$ cat src/rtcf_map.vh
// Constants for the reset time-out and cause flag block
`ifndef RTCF_MAP_VH
`define RTCF_MAP_VH
`define RTCF_ADDR_STATUS 8'h03
`define RTCF_ADDR_POWER_CONTROL_FLAGS 8'h8e
`define RTCF_ADDR_IRQ_STAT 8'hf0
`define RTCF_ADDR_IRQ_MASK 8'hf1
`define RTCF_ADDR_CFG 8'hf2
`define RTCF_BIT_TO 4
`define RTCF_BIT_PD 3
`define RTCF_BIT_POR 1
`define RTCF_BIT_BOR 0
`define RTCF_BIT_OSC_HI 1
`define RTCF_BIT_OSC_LO 0
`define RTCF_BIT_PTE 2
`define RTCF_BIT_GIE 3
`define RTCF_IRQ_HI 4
`define RTCF_OSC_HS 2'h0
`define RTCF_OSC_H4 2'h1
`define RTCF_OSC_EC 2'h2
`define RTCF_OSC_E4 2'h3
`define RTCF_OST_CYCLES 32'h00000400
`define RTCF_PC_RESET 13'h0000
`define RTCF_PC_VECTOR 13'h0004
`define RTCF_PC_ONE 13'h0001
`define RTCF_PWRT_US 72
`define RTCF_PLL_US 2
`define RTCF_CLK_MHZ 50
`endif

$ cat src/rtcf_reset_seq.v
// Reset time-out sequencer with reset cause flags
//
// Implementation choice: strobed register access.
`timescale 1ns/1ps
`default_nettype none
`include "rtcf_map.vh"
// How it works
// - Crystal: power timer plus 1024 periods, or 1024 alone otherwise and on wake.
// - Crystal with PLL: add PLL lock delay to every crystal time-out.
// - Power-on: clear power-on flag, set time-out and power-down flags.
// - Brown-out: clear brown-out flag, set power-on, time-out and power-down flags.
// - Watchdog reset awake: time-out flag 0, power-down 1, power flags kept.
// - Watchdog in sleep: wake, clear both flags, resume at PC plus one.
// - Master clear awake: restart at 000h, time-out and power-down unchanged.
// - Master clear in sleep or interrupt wake: time-out 1, power-down 0.
// - Interrupt wake resumes at PC plus one, or vector 0004h if enabled.
// - Time-out flag bit 4, power-down bit 3 of status register.
module rtcf_reset_seq #(
	parameter PWRT_CYCLES = `RTCF_PWRT_US * `RTCF_CLK_MHZ,
	parameter PLL_CYCLES = `RTCF_PLL_US * `RTCF_CLK_MHZ
) (
	input wire ref_clk,
	input wire reset,
	input wire por_event,
	input wire bor_event,
	input wire wdt_event,
	input wire master_clear_pin,
	input wire irq_wake,
	input wire sleep_active,
	input wire [12:0] pc_current,
	input wire [7:0] reg_addr,
	input wire [7:0] reg_wdata,
	input wire reg_write,
	input wire reg_read,
	output reg [7:0] reg_rdata,
	output reg core_reset,
	output reg core_wake,
	output reg [12:0] restart_pc,
	output reg irq_out
);
	localparam ST_RUN = 2'h0;
	localparam ST_WAIT = 2'h1;
	localparam ST_DONE = 2'h2;
	localparam EV_POR = 3'h0;
	localparam EV_BOR = 3'h1;
	localparam EV_WDT = 3'h2;
	localparam EV_MASTER_CLEAR_PIN = 3'h3;
	localparam EV_IRQ = 3'h4;
	localparam EV_NONE = 3'h7;
	// Power-on time-out: crystal mode with the power timer enabled
	localparam [31:0] POR_COUNT = PWRT_CYCLES + `RTCF_OST_CYCLES;

	reg [4:0] sync1_reg;
	reg [4:0] sync2_reg;
	reg [4:0] prev_reg;
	reg [1:0] state_reg;
	reg [31:0] count_reg;
	reg wake_kind_reg;
	reg timeout_flag_n;
	reg powerdown_flag_n;
	reg power_on_flag_n;
	reg brownout_flag_n;
	reg [4:0] irq_stat_reg;
	reg [4:0] irq_mask_reg;
	reg [1:0] osc_mode_reg;
	reg power_timer_enable_n;
	reg global_irq_enable;
	reg [4:0] rise;
	reg [2:0] ev;
	reg is_wake;
	reg [4:0] irq_stat_next;
	reg irq_out_next;
	reg [7:0] rdata_next;
	reg [12:0] wake_pc;
	reg wr_power_control_flags;
	reg wr_mask;
	reg wr_cfg;
	reg rd_stat;

	// Time-out length per oscillator mode and cause
	function [31:0] rtcf_timeout;
		input [1:0] mode;
		input pwrt_off;
		input wake;
		reg [31:0] t;
		begin
			t = 32'h00000000;
			if (!pwrt_off && !wake)
				t = PWRT_CYCLES;
			if (mode == `RTCF_OSC_H4 || mode == `RTCF_OSC_E4)
				t = t + PLL_CYCLES;
			if (mode == `RTCF_OSC_HS || mode == `RTCF_OSC_H4)
				t = t + `RTCF_OST_CYCLES;
			rtcf_timeout = t;
		end
	endfunction

	// Event that wakes the sleeping core instead of resetting it
	function rtcf_wakes;
		input [2:0] kind;
		input asleep;
		begin
			rtcf_wakes = (kind == EV_IRQ) || (kind == EV_WDT && asleep);
		end
	endfunction

	// Register strobe aimed at one address
	function rtcf_hit;
		input strobe;
		input [7:0] addr;
		input [7:0] target;
		begin
			rtcf_hit = strobe && (addr == target);
		end
	endfunction

	always @*
	begin
		rise = sync2_reg & ~prev_reg;
		if (rise[EV_POR])
			ev = EV_POR;
		else if (rise[EV_BOR])
			ev = EV_BOR;
		else if (rise[EV_WDT])
			ev = EV_WDT;
		else if (rise[EV_MASTER_CLEAR_PIN])
			ev = EV_MASTER_CLEAR_PIN;
		else if (rise[EV_IRQ] && sleep_active)
			ev = EV_IRQ;
		else
			ev = EV_NONE;
	end

	// Strobe decode, read mux, sticky cause bits and wake target
	always @*
	begin
		wr_power_control_flags = rtcf_hit(reg_write, reg_addr, `RTCF_ADDR_POWER_CONTROL_FLAGS);
		wr_mask = rtcf_hit(reg_write, reg_addr, `RTCF_ADDR_IRQ_MASK);
		wr_cfg = rtcf_hit(reg_write, reg_addr, `RTCF_ADDR_CFG);
		rd_stat = rtcf_hit(reg_read, reg_addr, `RTCF_ADDR_IRQ_STAT);
		is_wake = rtcf_wakes(ev, sleep_active);
		rdata_next = 8'h00;
		if (reg_read)
		begin
			if (reg_addr == `RTCF_ADDR_STATUS)
				rdata_next = {3'h0, timeout_flag_n, powerdown_flag_n, 3'h0};
			else if (reg_addr == `RTCF_ADDR_POWER_CONTROL_FLAGS)
				rdata_next = {6'h00, power_on_flag_n, brownout_flag_n};
			else if (reg_addr == `RTCF_ADDR_IRQ_STAT)
				rdata_next = {3'h0, irq_stat_reg};
			else if (reg_addr == `RTCF_ADDR_IRQ_MASK)
				rdata_next = {3'h0, irq_mask_reg};
			else if (reg_addr == `RTCF_ADDR_CFG)
				rdata_next = {4'h0, global_irq_enable, power_timer_enable_n, osc_mode_reg};
		end
		// Set beats read-clear when both land in one cycle
		if (rd_stat)
			irq_stat_next = rise;
		else
			irq_stat_next = irq_stat_reg | rise;
		// Tracks the next status, so a read-clear drops the line at once
		irq_out_next = |(irq_stat_next & irq_mask_reg);
		if (ev == EV_IRQ && global_irq_enable)
			wake_pc = `RTCF_PC_VECTOR;
		else
			wake_pc = pc_current + `RTCF_PC_ONE;
	end

	// Two-stage synchroniser and edge history for the event pins
	always @(posedge ref_clk or posedge reset)
	begin
		if (reset)
		begin
			sync1_reg <= 5'h00;
			sync2_reg <= 5'h00;
			prev_reg <= 5'h00;
		end
		else
		begin
			sync1_reg <= {irq_wake, master_clear_pin, wdt_event, bor_event, por_event};
			sync2_reg <= sync1_reg;
			prev_reg <= sync2_reg;
		end
	end

	// Read data, interrupt state and configuration
	always @(posedge ref_clk or posedge reset)
	begin
		if (reset)
		begin
			reg_rdata <= 8'h00;
			irq_stat_reg <= 5'h00;
			irq_mask_reg <= 5'h00;
			irq_out <= 1'b0;
			osc_mode_reg <= `RTCF_OSC_HS;
			power_timer_enable_n <= 1'b0;
			global_irq_enable <= 1'b0;
		end
		else
		begin
			reg_rdata <= rdata_next;
			irq_stat_reg <= irq_stat_next;
			irq_out <= irq_out_next;
			if (wr_mask)
				irq_mask_reg <= reg_wdata[`RTCF_IRQ_HI:0];
			else if (wr_cfg)
			begin
				osc_mode_reg <= reg_wdata[`RTCF_BIT_OSC_HI:`RTCF_BIT_OSC_LO];
				power_timer_enable_n <= reg_wdata[`RTCF_BIT_PTE];
				global_irq_enable <= reg_wdata[`RTCF_BIT_GIE];
			end
		end
	end

	// Cause flags, time-out counter and core release
	always @(posedge ref_clk or posedge reset)
	begin
		if (reset)
		begin
			state_reg <= ST_WAIT;
			count_reg <= POR_COUNT;
			wake_kind_reg <= 1'b0;
			timeout_flag_n <= 1'b1;
			powerdown_flag_n <= 1'b1;
			power_on_flag_n <= 1'b0;
			brownout_flag_n <= 1'b1;
			core_reset <= 1'b1;
			core_wake <= 1'b0;
			restart_pc <= `RTCF_PC_RESET;
		end
		else
		begin
			core_wake <= 1'b0;
			// Software re-arms the cause flags; a hardware event below wins
			if (wr_power_control_flags)
			begin
				power_on_flag_n <= reg_wdata[`RTCF_BIT_POR];
				brownout_flag_n <= reg_wdata[`RTCF_BIT_BOR];
			end
			case (state_reg)
				ST_RUN:
				begin
					if (ev == EV_POR)
					begin
						power_on_flag_n <= 1'b0;
						timeout_flag_n <= 1'b1;
						powerdown_flag_n <= 1'b1;
					end
					else if (ev == EV_BOR)
					begin
						brownout_flag_n <= 1'b0;
						power_on_flag_n <= 1'b1;
						timeout_flag_n <= 1'b1;
						powerdown_flag_n <= 1'b1;
					end
					else if (ev == EV_WDT && !sleep_active)
					begin
						timeout_flag_n <= 1'b0;
						powerdown_flag_n <= 1'b1;
					end
					else if (ev == EV_WDT)
					begin
						timeout_flag_n <= 1'b0;
						powerdown_flag_n <= 1'b0;
					end
					else if (ev == EV_MASTER_CLEAR_PIN && sleep_active)
					begin
						timeout_flag_n <= 1'b1;
						powerdown_flag_n <= 1'b0;
					end
					else if (ev == EV_IRQ)
					begin
						timeout_flag_n <= 1'b1;
						powerdown_flag_n <= 1'b0;
					end
					if (ev != EV_NONE)
					begin
						wake_kind_reg <= is_wake;
						count_reg <= rtcf_timeout(osc_mode_reg, power_timer_enable_n, is_wake);
						state_reg <= ST_WAIT;
						if (is_wake)
							restart_pc <= wake_pc;
						else
						begin
							restart_pc <= `RTCF_PC_RESET;
							core_reset <= 1'b1;
						end
					end
				end
				ST_WAIT:
				begin
					if (count_reg == 32'h00000000)
						state_reg <= ST_DONE;
					else
						count_reg <= count_reg - 32'h00000001;
				end
				default:
				begin
					core_reset <= 1'b0;
					core_wake <= wake_kind_reg;
					state_reg <= ST_RUN;
				end
			endcase
		end
	end
endmodule
`default_nettype wire

$ cat config.mk
export PLATFORM = sky130hd
export DESIGN_NAME = rtcf_reset_seq
export DESIGN_NICKNAME = d
export VERILOG_FILES = /design/src/rtcf_reset_seq.v
export VERILOG_INCLUDE_DIRS = /design/src
export SDC_FILE = /design/constraint.sdc
export NUM_CORES = 1
export LEC_CHECK = 0
export BUFFER_PORTS_ARGS = -buffer_cell sky130_fd_sc_hd__clkbuf_2
export CORE_AREA = 5 5 94 139
export CTS_CLUSTER_SIZE = 20
export DETAILED_ROUTE_END_ITERATION = 8
export DIE_AREA = 0 0 99 144
export SLEW_MARGIN = 5
export SYNTH_ARGS = -nofsm -noshare
export SYNTH_HDL_FRONTEND = slang
export SYNTH_SLANG_ARGS = --single-unit
$ cat constraint.sdc
create_clock -name ref_clk -period 3.5 [get_ports ref_clk]
set_clock_uncertainty 0.15 [all_clocks]
set_input_delay 0.35 -clock ref_clk [delete_from_list [all_inputs] [get_ports ref_clk]]
set_output_delay 0.35 -clock ref_clk [all_outputs]
set_load 0.02 [all_outputs]
**Word-level counts from Yosys, hierarchy flattened**

Cells that the tools add are included.

- Bits in registers: 92
- Output and inout bits: 24
- Input port bits: 39
- Logic and storage cells: 128

- Reduce and logical (&&, ||, !) cells: 30
- Multiplexer cells: 51
- Bitwise logic cells: 6
- Add/sub/neg operators: 4
- Equality and inequality tests: 17

Operators by type and width:

| operator | number |
|---|---|
| two-way mux 32 bit | 8 |
| case mux 32 bit (2 select lines) | 1 |
| adder 32 x 11 -> 32 bit, second input constant | 1 |
| adder 32 x 7 -> 32 bit, second input constant | 1 |
| == test 8 bit, second input constant | 4 |
| zero test 32 bit | 1 |
| subtractor 32 x 1 -> 32 bit, second input constant | 1 |
| two-way mux 5 bit | 6 |
| two-way mux 13 bit | 2 |
| two-way mux 1 bit | 23 |
| adder 13 x 1 -> 13 bit, second input constant | 1 |
| two-way mux 12 bit | 1 |
| two-way mux 3 bit | 4 |
| bitwise AND 5 bit | 2 |
| logical AND 1 bit | 10 |
| == test 8 x 2 -> 1 bit, second input constant | 1 |
| != test 2 bit, second input constant | 4 |
| AND reduction 2 bit | 4 |
| == test 3 x 2 -> 1 bit, second input constant | 2 |
| two-way mux 2 bit | 3 |
| AND reduction 3 bit | 2 |
| nonzero test 6 bit | 1 |
| inverter 5 bit | 1 |
| OR 5 bit | 1 |
| other kinds (16) | 23 |

**Logic depth before layout (Yosys ltp)**

Gate-level depths: netlist of run 1.

- Depth after elaboration: 24
- Gate-level depth with buffers: 9
- Mapped depth without buffers: 7

**Worst setup path after synthesis of run 1**

Ideal clock, no wire load.

- Path type: reg-to-reg
- Start: register count_reg[0]
- End: register count_reg[10]
- Clock period less this slack: 2,524 ps
- Cell stages (with the launch flop): 8
- Slack: 976 ps
- Data arrival time: 2,213 ps
- Cells stage by stage: dfrtp_1 > inv_1 > ha_1 > or4b_1 > or3_1 > or3_1 > o311ai_0 > o221ai_1

- Cells in the longest elaborated chain, start to end: 3
- Elaborated cells on any way between the ends: 6
- Those cells by class: 1 x add/sub; 1 x eq/ne; 2 x mux; 2 x reduce/logical

Ends and longest elaborated chain:

| item | RTL line | source |
|---|---|---|
| start, declared | rtcf_reset_seq.v:57 | `reg [31:0] count_reg;` |
| start signal, assigned | rtcf_reset_seq.v:279 | `count_reg <= rtcf_timeout(osc_mode_reg, power_timer_enable_n, is_wake);` |
| start signal, assigned | rtcf_reset_seq.v:295 | `count_reg <= count_reg - 32'h00000001;` |
| subtractor 32 x 1 -> 32 bit / zero test 32 bit (equally long branches) | rtcf_reset_seq.v:295, rtcf_reset_seq.v:292 |  |
| two-way mux 32 bit / != test 2 bit (equally long branches) | n/a |  |
| case mux 32 bit (2 select lines) / AND reduction 3 bit (equally long branches) | n/a |  |

Several ways; a longest one is shown, not always the timed one. The select of a mux whose other input is x is not followed.
A chain may end at the register's enable or synchronous reset.

**Worst setup path after layout of run 1**

- Start: register count_reg[0]
- End: register count_reg[28]

The elaborated chain is that of the path after synthesis.

==> results.yml, run 1 <==
floorplanning:
  dieHeight_um: 144
  initial_utilization: 0.385
  io_pins: 63
  die-area_um2: 14300
  die_w_um: 99
  row_count: 49
  core_area_um2: 11800
sta:
  setup_viol: 0
  worst_pin_slew_ns: 0.926
  rsz0062_at_grt: "no"
  max_freq_mhz: 359
  hold_viol_final: 0
  timing.slew.headroom: 0.383
  slew_violations: 0
  setup_tns_ns: 0
  period_minus_slack_ns: 2.79
  final.period_utilization: 0.796
logic_synthesis:
  synth_edf_count: 0
  synth_largest_area_cell: "dfrtp_1"
  synthCells: 457
  yosysWarnings: 0
  seq_area_frac_synth: 0.491
  ys_top_cells_by_area: "dfrtp_1, dfstp_2, nand2_1"
  synth_seq_cells: 89
  synth_cell_types: 60
  synthArstFlopShare: 1.00
  synthFlopType: "dfrtp_1"
  synth_area_um2: 4550
  avgSynthCellArea_um2: 9.96
  synth_top_cell_area_share: 0.445
clocking:
  cts_sinks: 89
  htree_levels: 3
  worstSkewPairLatency_ns: 0.34
  clk_pin_slew_ns: 0.07
  clockBufferDepth: 2
  cts-buffers-inserted: 9
  cts_tree: "built"
  cts-root-buf: "clkbuf_16"
grt:
  grt_pass1_vias: 3874
  grt_max_degree: 53
  grt_usage: 0.166
  grt_pass1_wl_um: 18900
  grt_antenna_before_repair: 0
  overflow: 0
placement:
  place_congestion: 0.855
  placed_area_um2: 4980
  place_inst: 652
  portBuffers: 56
  dp_hpwl_um: 8250
drt:
  vias: 3755
  dr.pass1.iters: 4
  drt-initial-drc-count: 182
  antenna_left: 0
  drt_wl_total_um: 11200
  wl_per_cell_um: 16.6
  via_per_inst: 5.58
  drc: 0
power:
  vdd_drop_max_mv: 0.209
  leakage_nw: 2.39
  p_per_area_nw_per_um2: 407
setup_path:
  slowest_stage: "or4b_1"
  ff2ff_setup_slack_ns: 0.71
  arrival_ns: 2.90
  required_ns: 3.61
  r2r-start: "count_reg[0]"
  path_class: "register to register"
  r2r_end: "count_reg[28]"
  crit_family: "simple AND/OR/NAND/NOR gates"
  crit_buf_inv: 1
  cp_slowest_stage_delay_ns: 0.57
  worstRegToRegCells: 7
  path_max_fanout: 6
  start_kind: "register"
  crit_chain: "inv_1 -> ha_1 -> nor4b_2 -> nand4_1 -> or4b_1 -> or4_1 -> a21oi_1"
  end_kind: "register"
layout:
  final_layout_size_suffix_gt1_frac: 0.213
  multiInputGateArea_um2: 2180
  largest_reg_flops: 32
  fill_cells: 1131
  diodes: 0
  final_cells: 673
  design_area_um2: 5330
  area_growth_syn_to_layout_pct: 17.1
  register_area_um2: 2240
  layout.nets: 558
  utilization: 0.451
run:
  drv_cap: 0
worst_hold_path:
  hp-class: "primary input to async pin"
run_status:
  status: "finished clean"
## layout by cell type (no fill, tap or decap), drive strengths merged, types with 12 or more instances in the layout
master / Yosys / routed
nand3: 17 / 17
a21oi: 28 / 28
nor4: 13 / 13
nand2: 42 / 42
o31ai: 16 / 16
or4: 19 / 19
nor2: 25 / 25
inv: 10 / 12
clkbuf: 14 / 66
dfrtp: 81 / 81
o21ai: 26 / 26
## routing by layer
layer	vias up	GRT usage	part of all wire
li1	1833	-	-
met1	1829	0.188	0.40
met2	72	0.302	0.53
met3	21	0.0314	0.038
met4	0	0.0748	0.028
met5	-	0	0
## final cells by class
class,count,share of cell area
inverters,10,0.00727
multi-input cells,337,0.409
flip-flops and latches,89,0.419
clock buffers,10,0.0429
repair buffers,68,0.0718
well taps,153,0.0359
clock inverters,6,0.0141
## worst register-to-register path, cell delays in order (launching register included)
cell	delay [ns]
dfrtp_1	0.42
inv_1	0.10
ha_1	0.25
nor4b_2	0.40
nand4_1	0.26
or4b_1	0.57
or4_1	0.41
a21oi_1	0.15
## worst max-delay path by stage
stage,start,to,slack (ns),cells after the start
after global routing,sync2_reg[0],count_reg[6],0.55,5
after global placement,count_reg[0],count_reg[28],0.76,7
after CTS,count_reg[0],count_reg[28],0.71,7
after floorplan,reset,core_wake,0.71,1
final,count_reg[0],count_reg[28],0.71,7
after detailed placement,count_reg[0],count_reg[28],0.73,7
## synth_stat cells (7+ instances only)
library cell / instances
dfrtp_1: 81
nand2_1: 41
a21oi_1: 28
o21ai_0: 26
nor2_1: 25
or4_1: 19
nand3_1: 17
o31ai_1: 16
clkbuf_1: 13
nor2b_1: 11
inv_1: 10
mux2_2: 10
nand4_1: 10
a31oi_1: 9
and3_1: 9
mux2i_1: 9
nor4_1: 9
or3_1: 9
dfstp_2: 8
nand2b_1: 8
nor3_1: 8
a21o_1: 7
## cell families after synthesis
group	after synthesis	synth area share
buffers and inverters	33	0.0324
xor gates and xnor gates	11	0.0212
AOI/OAI and AO/OA	111	0.156
adders and majority gates	4	0.0110
and+or+nand+nor	189	0.243
other	1	0.000824
DFF	89	0.491
muxes	19	0.0445
## power by group
group          switching [mW]  internal [mW]
registers              0.0110           1.05
logic                  0.0753         0.0486
clock network           0.424          0.565
total                   0.510           1.66
## what timing repair did
item                      CTS  global route
hold endpoints to repair    5             0
resized for setup           0             0
setup buffers               0             0
hold buffers                5             0
## through the flow
step	power (mW)	setup slack [ns]	hold slack, ns
2_1_floorplan	1.15	0.706	0.181
3_3_place_gp	1.20	0.756	0.183
3_5_place_dp	1.20	0.728	0.186
4_1_cts	2.20	0.706	0.0352
5_1_grt	2.25	0.546	0.0767
6_report	2.17	0.715	0.00475
Note: power is estimated with default switching activity, not from simulation.
==> run 2, diff against run 1 <==
clock period = 2.4 ns   (was 3.5 ns; I/O delays follow)
==> run 2 against run 1 <==
The flow now finishes with violations (setup timing); sequential cell count did not move; cell area rose by 14%; first-iteration DRC count fell by 21%; total power rose by 50%; setup slack got worse by 0.77 ns; global-route usage rose by 1.4 points; critical path depth did not move; die area did not move; largest cell class is now multi-input gates.
==> results.yml, run 2 (synthesized netlist as in run 1, its figures left out) <==
sta:
  worst_pin_slew_ns: 0.693
  rsz0062_at_grt: "yes"
  whs_ns: 0.0153
  period_minus_slack_ns: 2.46
  slew_violations: 0
  setup_viol: 1
  hold_viol_final: 0
  max_freq_mhz: 407
  timing.slew.headroom: 0.537
  final.period_utilization: 1.02
  fin_ws_ns: -0.0560
grt:
  grt_usage: 0.180
  grt_pass1_wl_um: 20500
  grt_antenna_before_repair: 0
  grt_pass1_vias: 4227
  overflow: 0
  grt_max_degree: 33
floorplanning:
  die-area_um2: 14300
  initial_utilization: 0.385
  die_w_um: 99
  dieHeight_um: 144
  io_pins: 63
  row_count: 49
  core_area_um2: 11800
setup_path:
  critical_path.startpoint: "count_reg[1]"
  path_max_fanout: 5
  r2r-start: "count_reg[1]"
  crit_buf_inv: 1
  crit_chain: "inv_2 -> ha_4 -> or4b_4 -> or3_4 -> or3_1 -> o311ai_2 -> o221ai_1"
  path_class: "register to register"
  crit_family: "simple AND/OR/NAND/NOR gates"
  cp_slowest_stage_delay_ns: 0.50
  slowest_stage: "or4b_4"
  arrival_ns: 2.52
  required_ns: 2.46
  end_kind: "register"
  start_kind: "register"
power:
  vdd_drop_max_mv: 0.304
  p_per_area_nw_per_um2: 535
  leakage_nw: 2.77
  totalPowerFinal_mw: 3.26
layout:
  diodes: 0
  largest_reg_flops: 32
  final_cell_mix: "dfrtp_1, buf_4, clkbuf_2, nand2_1, o21ai_0"
  design_area_um2: 6090
  layout_commonest_cell: "dfrtp_1"
  register_area_um2: 2240
  layout.nets: 626
  final_layout_size_suffix_gt1_frac: 0.345
  multiInputGateArea_um2: 2320
  fill_cells: 1078
  area_growth_syn_to_layout_pct: 33.7
placement:
  dp_hpwl_um: 9020
  placed_area_um2: 5460
  portBuffers: 56
  place_congestion: 0.875
drt:
  vias: 4086
  drc: 0
  wl_per_cell_um: 16.6
  antenna_left: 0
  via_per_inst: 5.51
  drt_wl_total_um: 12300
  dr.pass1.iters: 4
  drt-initial-drc-count: 143
run_status:
  status: "finished with violations"
  violations: "setup timing"
worst_hold_path:
  hp-class: "primary input to register"
  min-delay-start: "reg_wdata[2]"
clocking:
  cts-root-buf: "clkbuf_16"
  clk_pin_slew_ns: 0.07
  cts_sinks: 89
  worstSkewPairLatency_ns: 0.35
  cts_tree: "built"
  clockBufferDepth: 2
  cts-buffers-inserted: 9
  htree_levels: 3
run:
  drv_cap: 0
-- run 2: cell types whose count changed in the layout (fill, tap and decap cells not counted), moves of 3 or more --
| cell | change |
|---|---|
| buf_4 | +56 |
| dlygate4sd3_1 | +7 |
| or4_1 | -7 |
| or4_4 | +7 |
| a21oi_1 | -6 |
| a21oi_2 | +6 |
| buf_12 | +5 |
| dfrtp_1 | -3 |
| dfrtp_2 | +3 |
| nor4_1 | -3 |
-- run 2: cell type report --
| cell class | count | area share |
|---|---|---|
| clock buffer | 9 | 0.0370 |
| inverter | 10 | 0.00678 |
| clock inverter | 7 | 0.0156 |
| sequential | 89 | 0.368 |
| timing repair buffer | 136 | 0.160 |
| tap | 153 | 0.0315 |
| multi-input combinational | 337 | 0.381 |
-- run 2: stage by stage --
step            util  TNS [ns]  cells  worst slack, ns
6_report       0.514   -0.0560    741          -0.0560
2_1_floorplan      -         0    459           0.0230
4_1_cts        0.500   -0.0824    735          -0.0276
3_3_place_gp   0.462   -0.0431    706          -0.0431
3_5_place_dp   0.462   -0.0718    706          -0.0194
5_1_grt        0.514    -0.255    741           -0.105
-- run 2: worst paths after layout --
| check | depth (start not counted) | endpoint | slack [ns] |
|---|---|---|---|
| max | 7 | count_reg[10] | -0.06 |
| min | 2 | irq_mask_reg[2] | 0.02 |
| max reg2reg | 7 | count_reg[10] | -0.06 |
| min reg2reg | 0 | sync2_reg[2] | 0.20 |
| max in group asynchronous | 4 | count_reg[12] | 1.01 |
| min in group asynchronous | 3 | restart_pc[3] | 0.39 |
-- run 2: per-layer routing --
| layer | routed length [um] | vias up | GRT usage |
|---|---|---|---|
| li1 | - | 1965 | - |
| met1 | 4870 | 2026 | 0.200 |
| met2 | 6760 | 73 | 0.331 |
| met3 | 347 | 22 | 0.0367 |
| met4 | 358 | 0 | 0.0791 |
| met5 | 0 | - | 0 |
-- run 2: where the power goes --
group / internal (mW) / total [mW] / switching, mW / leakage, nW
Clock: 0.840 / 1.51 / 0.666 / 0.157
Sequential: 1.53 / 1.54 / 0.0156 / 1.12
Combinational: 0.0919 / 0.208 / 0.116 / 1.50
Total: 2.46 / 3.26 / 0.798 / 2.77
-- run 2: timing repair --
action	4_1_cts	5_1_grt
setup endpoints to repair	13	39
gates cloned	0	0
hold buffers	12	0
hold endpoints to repair	35	0
pin swaps	1	9
resized for setup	2	28
buffers inserted	1	6
